==> src/design/acw_pkg.sv <==
// Purpose: shared constants for auxiliary control access and L2 way partitioning
// Assumes: 64-bit registers reached by system-register moves
// Notes: extended control fields below bit 51 are not modelled and read as stored
package acw_pkg;
    // ****************************************
    // register selectors
    // ****************************************
    localparam logic [0:0] SEL_AUX_FOUR = 1'h0;
    localparam logic [0:0] SEL_EXT_CTRL = 1'h1;
    // ****************************************
    // exception levels
    // ****************************************
    localparam logic [1:0] EL_0 = 2'h0;
    localparam logic [1:0] EL_1 = 2'h1;
    localparam logic [1:0] EL_2 = 2'h2;
    localparam logic [1:0] EL_3 = 2'h3;
    localparam logic [5:0] SYNDROME_CLASS = 6'h18;
    // ****************************************
    // extended control field positions
    // ****************************************
    localparam int WAY_LIMIT_LSB = 61;
    localparam int INST_PART_LSB = 58;
    localparam int DATA_PART_LSB = 55;
    localparam int VMID_THR_BIT = 54;
    localparam int TLBPF_OFF_BIT = 51;
    // ****************************************
    // reset values
    // ****************************************
    localparam logic [2:0] WAY_LIMIT_RST = 3'h2;
    localparam logic [2:0] INST_PART_RST = 3'h0;
    localparam logic [2:0] DATA_PART_RST = 3'h0;
    localparam logic [63:0] AUX_FOUR_RST = 64'h0;
    localparam logic [63:0] EXT_CTRL_RST = {WAY_LIMIT_RST, INST_PART_RST, DATA_PART_RST, 55'h0};
    // ****************************************
    // vmid filter thresholds
    // ****************************************
    localparam logic [5:0] VMID_THR_LOW = 6'h10;
    localparam logic [5:0] VMID_THR_HIGH = 6'h20;
endpackage : acw_pkg

==> src/design/acw_aux_ctrl.sv <==
// Purpose: privilege-checked auxiliary control registers and L2 way controls
// Assumes: one move request per cycle, answered on the next edge
// Notes: all outputs registered
`timescale 1ns/1ps
`default_nettype none
module acw_aux_ctrl #(
    parameter int WAYS = 8
) (
    input wire logic clk_i,
    input wire logic srst_i,
    input wire logic ce_i,
    input wire logic req_valid_i,
    input wire logic req_write_i,
    input wire logic [0:0] req_sel_i,
    input wire logic [1:0] req_el_i,
    input wire logic [63:0] req_wdata_i,
    input wire logic el2_enabled_i,
    input wire logic impl_reg_trap_bit_i,
    input wire logic level2_aux_access_enable_i,
    input wire logic level3_aux_access_enable_i,
    input wire logic vmid_alloc_i,
    output logic resp_valid_o,
    output logic [63:0] resp_rdata_o,
    output logic resp_undef_o,
    output logic resp_trap_el2_o,
    output logic resp_trap_el3_o,
    output logic [5:0] resp_syndrome_o,
    output logic metadata_consumer_en_o,
    output logic [3:0] metadata_max_ways_o,
    output logic [WAYS-1:0] inst_alloc_ways_o,
    output logic [WAYS-1:0] data_alloc_ways_o,
    output logic vmid_filter_flush_o,
    output logic translation_prefetch_en_o
);
    initial begin
        if (WAYS != 8) begin
            $error("acw_aux_ctrl serves eight ways only");
        end
    end
    // ****************************************
    // access decision
    // ****************************************
    typedef enum logic [3:0] {
        ACW_OK = 4'h1,
        ACW_UNDEF = 4'h2,
        ACW_TRAP2 = 4'h4,
        ACW_TRAP3 = 4'h8
    } acw_verdict_e;
    acw_verdict_e verdict;
    always_comb begin
        verdict = ACW_OK;
        unique case (req_el_i)
            acw_pkg::EL_0: begin
                verdict = ACW_UNDEF;
            end
            acw_pkg::EL_1: begin
                if (el2_enabled_i && impl_reg_trap_bit_i) begin
                    verdict = ACW_TRAP2;
                end else if (req_write_i && el2_enabled_i && !level2_aux_access_enable_i) begin
                    verdict = ACW_TRAP2;
                end else if (req_write_i && !level3_aux_access_enable_i) begin
                    verdict = ACW_TRAP3;
                end
            end
            acw_pkg::EL_2: begin
                if (req_write_i && !level3_aux_access_enable_i) begin
                    verdict = ACW_TRAP3;
                end
            end
            acw_pkg::EL_3: begin
                verdict = ACW_OK;
            end
        endcase
    end
    wire logic do_write = ce_i && req_valid_i && req_write_i && verdict == ACW_OK;
    // ****************************************
    // registers
    // ****************************************
    logic [63:0] aux_control_four_reg;
    logic [63:0] extended_cpu_control_reg;
    always_ff @(posedge clk_i) begin
        if (srst_i) begin
            aux_control_four_reg <= acw_pkg::AUX_FOUR_RST;
            extended_cpu_control_reg <= acw_pkg::EXT_CTRL_RST;
        end else if (do_write) begin
            if (req_sel_i == acw_pkg::SEL_AUX_FOUR) begin
                aux_control_four_reg <= req_wdata_i;
            end else begin
                extended_cpu_control_reg <= req_wdata_i;
            end
        end
    end
    // ****************************************
    // response
    // ****************************************
    always_ff @(posedge clk_i) begin
        if (srst_i) begin
            resp_valid_o <= 1'b0;
            resp_rdata_o <= 64'h0;
            resp_undef_o <= 1'b0;
            resp_trap_el2_o <= 1'b0;
            resp_trap_el3_o <= 1'b0;
            resp_syndrome_o <= 6'h0;
        end else if (ce_i) begin
            resp_valid_o <= req_valid_i;
            resp_undef_o <= req_valid_i && verdict == ACW_UNDEF;
            resp_trap_el2_o <= req_valid_i && verdict == ACW_TRAP2;
            resp_trap_el3_o <= req_valid_i && verdict == ACW_TRAP3;
            resp_syndrome_o <= (req_valid_i && (verdict == ACW_TRAP2 || verdict == ACW_TRAP3))
                ? acw_pkg::SYNDROME_CLASS : 6'h0;
            resp_rdata_o <= 64'h0;
            if (req_valid_i && !req_write_i && verdict == ACW_OK) begin
                resp_rdata_o <= (req_sel_i == acw_pkg::SEL_AUX_FOUR)
                    ? aux_control_four_reg : extended_cpu_control_reg;
            end
        end
    end
    // ****************************************
    // way controls
    // ****************************************
    wire logic [2:0] way_limit = extended_cpu_control_reg[acw_pkg::WAY_LIMIT_LSB +: 3];
    wire logic [2:0] inst_part = extended_cpu_control_reg[acw_pkg::INST_PART_LSB +: 3];
    wire logic [2:0] data_part = extended_cpu_control_reg[acw_pkg::DATA_PART_LSB +: 3];
    logic [WAYS-1:0] inst_ways;
    logic [WAYS-1:0] data_ways;
    acw_way_mask #(.WAYS(WAYS)) u_mask (
        .inst_part_i(inst_part),
        .data_part_i(data_part),
        .inst_ways_o(inst_ways),
        .data_ways_o(data_ways)
    );
    always_ff @(posedge clk_i) begin
        if (srst_i) begin
            metadata_consumer_en_o <= 1'b1;
            metadata_max_ways_o <= 4'h6;
            inst_alloc_ways_o <= '1;
            data_alloc_ways_o <= '1;
            translation_prefetch_en_o <= 1'b1;
        end else if (ce_i) begin
            metadata_consumer_en_o <= way_limit != 3'h0;
            metadata_max_ways_o <= (way_limit == 3'h0) ? 4'h0 : 4'h8 - {1'b0, way_limit};
            inst_alloc_ways_o <= inst_ways;
            data_alloc_ways_o <= data_ways;
            translation_prefetch_en_o <= !extended_cpu_control_reg[acw_pkg::TLBPF_OFF_BIT];
        end
    end
    // ****************************************
    // vmid filter counter
    // ****************************************
    logic [5:0] vmid_count_reg;
    wire logic [5:0] vmid_limit = extended_cpu_control_reg[acw_pkg::VMID_THR_BIT]
        ? acw_pkg::VMID_THR_HIGH : acw_pkg::VMID_THR_LOW;
    always_ff @(posedge clk_i) begin
        if (srst_i) begin
            vmid_count_reg <= 6'h0;
            vmid_filter_flush_o <= 1'b0;
        end else if (ce_i) begin
            vmid_filter_flush_o <= 1'b0;
            if (vmid_alloc_i) begin
                if (vmid_count_reg + 6'h1 >= vmid_limit) begin
                    vmid_count_reg <= 6'h0;
                    vmid_filter_flush_o <= 1'b1;
                end else begin
                    vmid_count_reg <= vmid_count_reg + 6'h1;
                end
            end
        end
    end
endmodule : acw_aux_ctrl
`default_nettype wire

==> src/design/acw_way_mask.sv <==
// Purpose: per-way allocation masks from the partition fields
// Assumes: eight ways, way 7 the highest
// Notes: purely combinational
`timescale 1ns/1ps
`default_nettype none
module acw_way_mask #(
    parameter int WAYS = 8
) (
    input wire logic [2:0] inst_part_i,
    input wire logic [2:0] data_part_i,
    output logic [WAYS-1:0] inst_ways_o,
    output logic [WAYS-1:0] data_ways_o
);
    initial begin
        if (WAYS != 8) begin
            $error("acw_way_mask serves eight ways only");
        end
    end
    always_comb begin
        for (int w = 0; w < WAYS; w++) begin
            // every way open to both unless a partition claims it
            inst_ways_o[w] = 1'b1;
            data_ways_o[w] = 1'b1;
            // low n ways for data only, top n ways for fetches only
            if (data_part_i != 3'h0 && w < int'(data_part_i)) begin
                inst_ways_o[w] = 1'b0;
            end
            if (inst_part_i != 3'h0 && w >= WAYS - int'(inst_part_i)) begin
                data_ways_o[w] = 1'b0;
            end
        end
    end
endmodule : acw_way_mask
`default_nettype wire
==> config.mk <==
export PLATFORM = sky130hd
export DESIGN_NAME = acw_aux_ctrl
export DESIGN_NICKNAME = d
export VERILOG_FILES = /design/src/design/acw_pkg.sv /design/src/design/acw_aux_ctrl.sv /design/src/design/acw_way_mask.sv
export SDC_FILE = /design/constraint.sdc
export NUM_CORES = 1
export LEC_CHECK = 0
export ABC_AREA = 1
export BUFFER_PORTS_ARGS = -buffer_cell sky130_fd_sc_hd__buf_4
export CAP_MARGIN = 0
export CORE_AREA = 4 4 171 173
export DETAILED_ROUTE_END_ITERATION = 8
export DIE_AREA = 0 0 175 177
export GPL_TIMING_DRIVEN = 0
export SYNTH_ARGS = -nofsm -noshare
export SYNTH_HDL_FRONTEND = slang
export SYNTH_SLANG_ARGS = --single-unit
export TNS_END_PERCENT = 100
==> constraint.sdc <==
create_clock -name clk_i -period 1.65 [get_ports clk_i]
set_input_delay 0.33 -clock clk_i [delete_from_list [all_inputs] [get_ports clk_i]]
set_output_delay 0.33 -clock clk_i [all_outputs]
set_load 0.01 [all_outputs]
After elaboration in Yosys (flattened, before gate mapping)
Index checks and enable logic that the tools add are counted.
- bits of input ports: 77
- register bits after elaboration: 230
- $lt $le $gt $ge: 16
- add/sub/neg operators: 3
- eq/ne operators: 7
- muxes and demuxes: 27
- reductions and logical operators: 41
- bitwise operators: 1
- operator list (cell ; number):
    $ge A4 B32 Y1 const A ; 4
    $mux W64 ; 2
    $ge A3 B32 Y1 const A ; 2
    $ge A1 B32 Y1 const A ; 1
    $ge A2 B32 Y1 const A ; 1
    $logic_and A1 B1 Y1 ; 28
    $mux W1 ; 17
    $mux W4 ; 4
    $pmux W4 S4 ; 1
    $mux W6 ; 2
    $lt A3 B3 Y1 const A ; 3
    $reduce_bool A3 Y1 ; 3
    $add A6 B1 Y6 const B ; 1
    $ge A6 B6 Y1 ; 1
    $lt A1 B3 Y1 const A ; 2
    $lt A2 B3 Y1 const A ; 2
    $reduce_and A2 Y1 ; 3
    $mux W5 ; 1
    $sub A4 B3 Y5 const A ; 1
    $eq A2 B2 Y1 const B ; 2
    $eq A4 B1 Y1 const B ; 1
    $eq A4 B2 Y1 const B ; 1
    $eq A4 B3 Y1 const B ; 1
    $eq A4 B4 Y1 const B ; 1
    7 further kinds ; 10

Depth between registers and ports, before layout
- word-level depth: 10
- gate-level depth with buffers: 12
- mapped depth without buffers: 12

Cells and area by module
Synthesis repeated with hierarchy kept, for this count alone.
- cell total of the unflattened synthesis: 1366
- area total of the unflattened synthesis: 9590.4 um2
- modules (own cells, without submodules) (module ; area an instance (um2) ; cells an instance ; times used ; sequential area each (um2)):
    acw_aux_ctrl ; 9417.8 ; 1333 ; 1 ; 4524.3
    acw_way_mask ; 172.7 ; 33 ; 1 ; 0.0

Worst setup path before layout
No wires, ideal clock.
- path kind: flip-flop to flip-flop
- from: register vmid_count_reg[0]
- to: register vmid_count_reg[0]
- arrival: 1556 ps
- stages on the path, launching flop included: 13
- setup time: 117 ps
- clock period less this slack: 1673 ps
- buffers on the path: 0
- required time: 1533 ps
- setup slack: -23 ps
- cells stage by stage: dfxtp_1 -> ha_1 -> nand3_1 -> xor2_1 -> inv_1 -> ha_1 -> nand2_1 -> inv_1 -> nand4_1 -> nand2_1 -> nand2_1 -> nand2_1 -> nor2_1
- longest elaborated chain between the ends: 3
- RTL lines (what ; line ; RTL):
    start: declaration ; acw_aux_ctrl.sv:150 ; logic [5:0] vmid_count_reg;
    start signal: assignment ; acw_aux_ctrl.sv:164 ; vmid_count_reg <= vmid_count_reg + 6'h1;
    $add A6 B1 Y6 * ; acw_aux_ctrl.sv:160, acw_aux_ctrl.sv:164 ;
    $ge A6 B6 Y1 ; acw_aux_ctrl.sv:160 ; if (vmid_count_reg + 6'h1 >= vmid_limit) begin
    $mux W6 * ; acw_aux_ctrl.sv:160 ;
Mark *: on every way between the ends. The rest lies on a longest branch, timed or not.
A chain may end at the register's enable or synchronous reset.

Worst setup path after layout
Ends and elaborated chain as after synthesis.

==> insert_results.sql <==
INSERT INTO impl_metrics (metric_group, metric, value, unit) VALUES
('power', 'power_density', '1020', 'nW/um^2'),
('sta', 'maxSlewHeadroom', '42.6', '%'),
('clocking', 'clock_tree.htree_level_count', '1', ''),
('global_route', 'antenna_violations_before_repair', '2', ''),
('synthesis', 'synth_top_cell_by_area', 'dfxtp_1', ''),
('global_route', 'grt_max_degree', '13', ''),
('sta', 'tns', '-104', 'ps'),
('global_route', 'grtUsageMet2', '35.1', '%'),
('worst_setup_path', 'slowest_cell_on_the_critical_path', 'dfxtp_4', ''),
('power', 'cellLeakagePower', '5.23', 'nW'),
('synthesis', 'ys_top_cells_by_area', 'dfxtp_1, nand2_1, o21ai_0', ''),
('placed_design', 'place_congestion', '0.856', ''),
('worst_setup_path', 'critical-path-max-stage-delay', '360', 'ps'),
('clocking', 'clock_sink_count', '225', ''),
('floorplan', 'fp-row-count', '61', ''),
('routing', 'vias', '9551', ''),
('routing', 'drtPass1Iterations', '5', ''),
('floorplan', 'die_w', '175', 'um'),
('placed_design', 'place_inst', '1887', ''),
('clocking', 'cts_hold_repair.buffers', '0', ''),
('sta', 'fin_skew', '9.97', 'ps'),
('synthesis', 'yosysUniqueCellTypes', '28', ''),
('min_path', 'min_from', 'req_wdata_i[58]', ''),
('synthesis', 'synth_async_sr_flop_share', '0', '%'),
('sta', 'finalWorstSetupSlack', '-24.8', 'ps'),
('power', 'post_layout_power', '12.4', 'mW'),
('synthesis', 'synthesis.instances', '1341', ''),
('routing', 'remaining_drc_errors', '0', ''),
('cells_and_area', 'sequential_cell_area', '4520', 'um^2'),
('sta', 'achievable_freq', '0.597', 'GHz'),
('synthesis', 'post_synth.cell_area_avg', '7.13', 'um^2'),
('cells_and_area', 'final_util', '43.9', '%'),
('routing', 'via_per_inst', '4.95', ''),
('cells_and_area', 'multiInputGateArea', '4230', 'um^2'),
('global_route', 'gr-usage-met1', '28.4', '%'),
('min_path', 'hold_path.class', 'in2reg', ''),
('clocking', 'cts.root.buffer_cell', 'clkbuf_16', ''),
('routing', 'detail_route.wl_per_cell', '17.6', 'um'),
('synthesis', 'mappedNetlistArea', '9560', 'um^2'),
('worst_setup_path', 'cp_num_buf_inv', '2', ''),
('clocking', 'numCtsBuffers', '25', ''),
('run_status', 'failed_checks', 'setup timing', ''),
('min_path', 'hold_path_depth', '3', ''),
('worst_setup_path', 'worstRegToRegCells', '12', ''),
('sta', 'rsz0062_at_grt', 'yes', ''),
('clocking', 'cts_tree', 'yes', ''),
('sta', 'setup_viol_count_final', '6', ''),
('run_status', 'outcome', 'finished, violations left', ''),
('floorplan', 'die_h', '177', 'um'),
('flow_run', 'max_cap_violations', '0', ''),
('worst_setup_path', 'worst-endpoint-required', '2110', 'ps'),
('worst_setup_path', 'critical_path.reg2reg.startpoint', 'vmid_count_reg[0]', ''),
('worst_setup_path', 'startpoint_type', 'flip-flop', ''),
('global_route', 'leftover_overflow_at_the_end_of_global_routing', '0', ''),
('clocking', 'cts.path.max_buffers', '3', ''),
('cells_and_area', 'drive_gt1_share', '17.8', '%'),
('routing', 'antenna_violating_nets_left', '0', ''),
('worst_setup_path', 'cp_max_fo', '6', ''),
('synthesis', 'synth_enable_flop_cells', '0', ''),
('worst_setup_path', 'critPathCaptureType', 'flip-flop', ''),
('worst_setup_path', 'worstPathArrival', '2130', 'ps'),
('worst_setup_path', 'worst-r2r-setup-slack', '-20', 'ps'),
('cells_and_area', 'syn2layout_area_growth', '27.0', '%'),
('synthesis', 'sequential_to_total_area_share_from_yosys_stat', '47.1', '%'),
('cells_and_area', 'num-fill-cells', '2880', ''),
('floorplan', 'io_pins', '174', ''),
('global_route', 'met3_usage', '3.76', '%'),
('placed_design', 'detailedPlacementHpwl', '24700', 'um'),
('power', 'worst_ir_drop_vdd', '0.000513', 'V'),
('floorplan', 'core-area', '27600', 'um^2'),
('sta', 'final.period_utilization', '102', '%');
==> area by class of cell <==
cell class | count | area share, %
repair buffers | 168 | 10.4
clock buffers | 35 | 5.87
well taps | 378 | 3.90
diodes | 1 | 0.0206
plain buffers | 113 | 4.58
inverters | 90 | 2.78
flip-flops and latches | 225 | 37.2
multi-input cells | 916 | 34.9
clock inverters | 4 | 0.371
==> where the power goes <==
group          internal [mW]  switching [mW]
Combinational          0.489           0.886
Sequential              5.62          0.0940
Clock                   3.12            2.21
Total                   9.23            3.19
==> metal layers <==
metal | vias to the layer above | routed length, um
li1 | 4742 | -
met1 | 4430 | 14800
met2 | 322 | 15800
met3 | 55 | 2560
met4 | 2 | 858
met5 | - | 7
==> cells in the mapped netlist (2+ instances only) <==
library cell  instances
a21oi_1             132
conb_1                2
nand4_1              59
buf_4                18
o21ai_0             138
ha_1                 10
dfxtp_1             225
o211ai_1              4
inv_1                88
buf_2                27
nand3_1              76
nand2_1             320
o311ai_0              2
nor2_1              159
buf_6                 3
clkbuf_1             48
buf_1                17
xor2_1                3
==> per-stage QoR <==
step                      instance area (um^2)  setup WS [ps]
after global placement                   11300           -630
after detailed placement                 11300           -610
after floorplan                           9570           6.81
after CTS                                12100          -76.7
final                                    12100          -24.8
after global routing                     12100           -127
==> layout by cell type, fill, tap and decap left out, drive strengths merged <==
| cell | netlist | final |
|---|---|---|
| o21ai | 140 | 140 |
| o311ai | 2 | 2 |
| a221o | 1 | 1 |
| conb | 2 | 5 |
| xor2 | 3 | 3 |
| o211ai | 4 | 4 |
| nand2 | 320 | 320 |
| inv | 89 | 89 |
| dfxtp | 225 | 225 |
| diode | 0 | 1 |
| clkinv | 1 | 4 |
| clkbuf | 48 | 85 |
| nand3b | 1 | 1 |
| ha | 10 | 10 |
| o21a | 1 | 1 |
| a21oi | 132 | 132 |
| buf | 65 | 231 |
| nand4 | 59 | 59 |
| nand3 | 77 | 77 |
| nor2 | 160 | 160 |
| bufinv | 0 | 1 |
| a31oi | 1 | 1 |
==> logic make-up after synthesis <==
logic type	after synthesis	synth area share, %
simple gates	617	26.9
compound gates	281	15.0
flops	225	47.1
buf+inv	203	9.27
fa+ha+maj	10	1.31
xor+xnor	3	0.275
other cells	2	0.0786
==> worst register-to-register path: cells and delay by family (launching register included) <==
family	cells	cell delay [ps]
flops	1	360
xor+xnor	1	150
buf+inv	2	100
fa+ha+maj	2	430
simple gates	7	570
==> what timing repair did <==
action	4_1_cts	5_1_grt
setup endpoints to repair	68	40
setup buffers	1	2
endpoints found under the hold margin	0	0
gates resized for setup	14	19
pin swaps	8	13
==> worst max-delay path by stage <==
stage                   endpoint  cells after the start
2_1_floorplan  vmid_count_reg[4]                     12
5_1_grt        vmid_count_reg[0]                     12
6_report       vmid_count_reg[0]                     12
3_5_place_dp    resp_rdata_o[60]                      5
3_3_place_gp    resp_rdata_o[60]                      5
4_1_cts        vmid_count_reg[4]                     12
No activity file was read; power rests on OpenSTA's default activity.
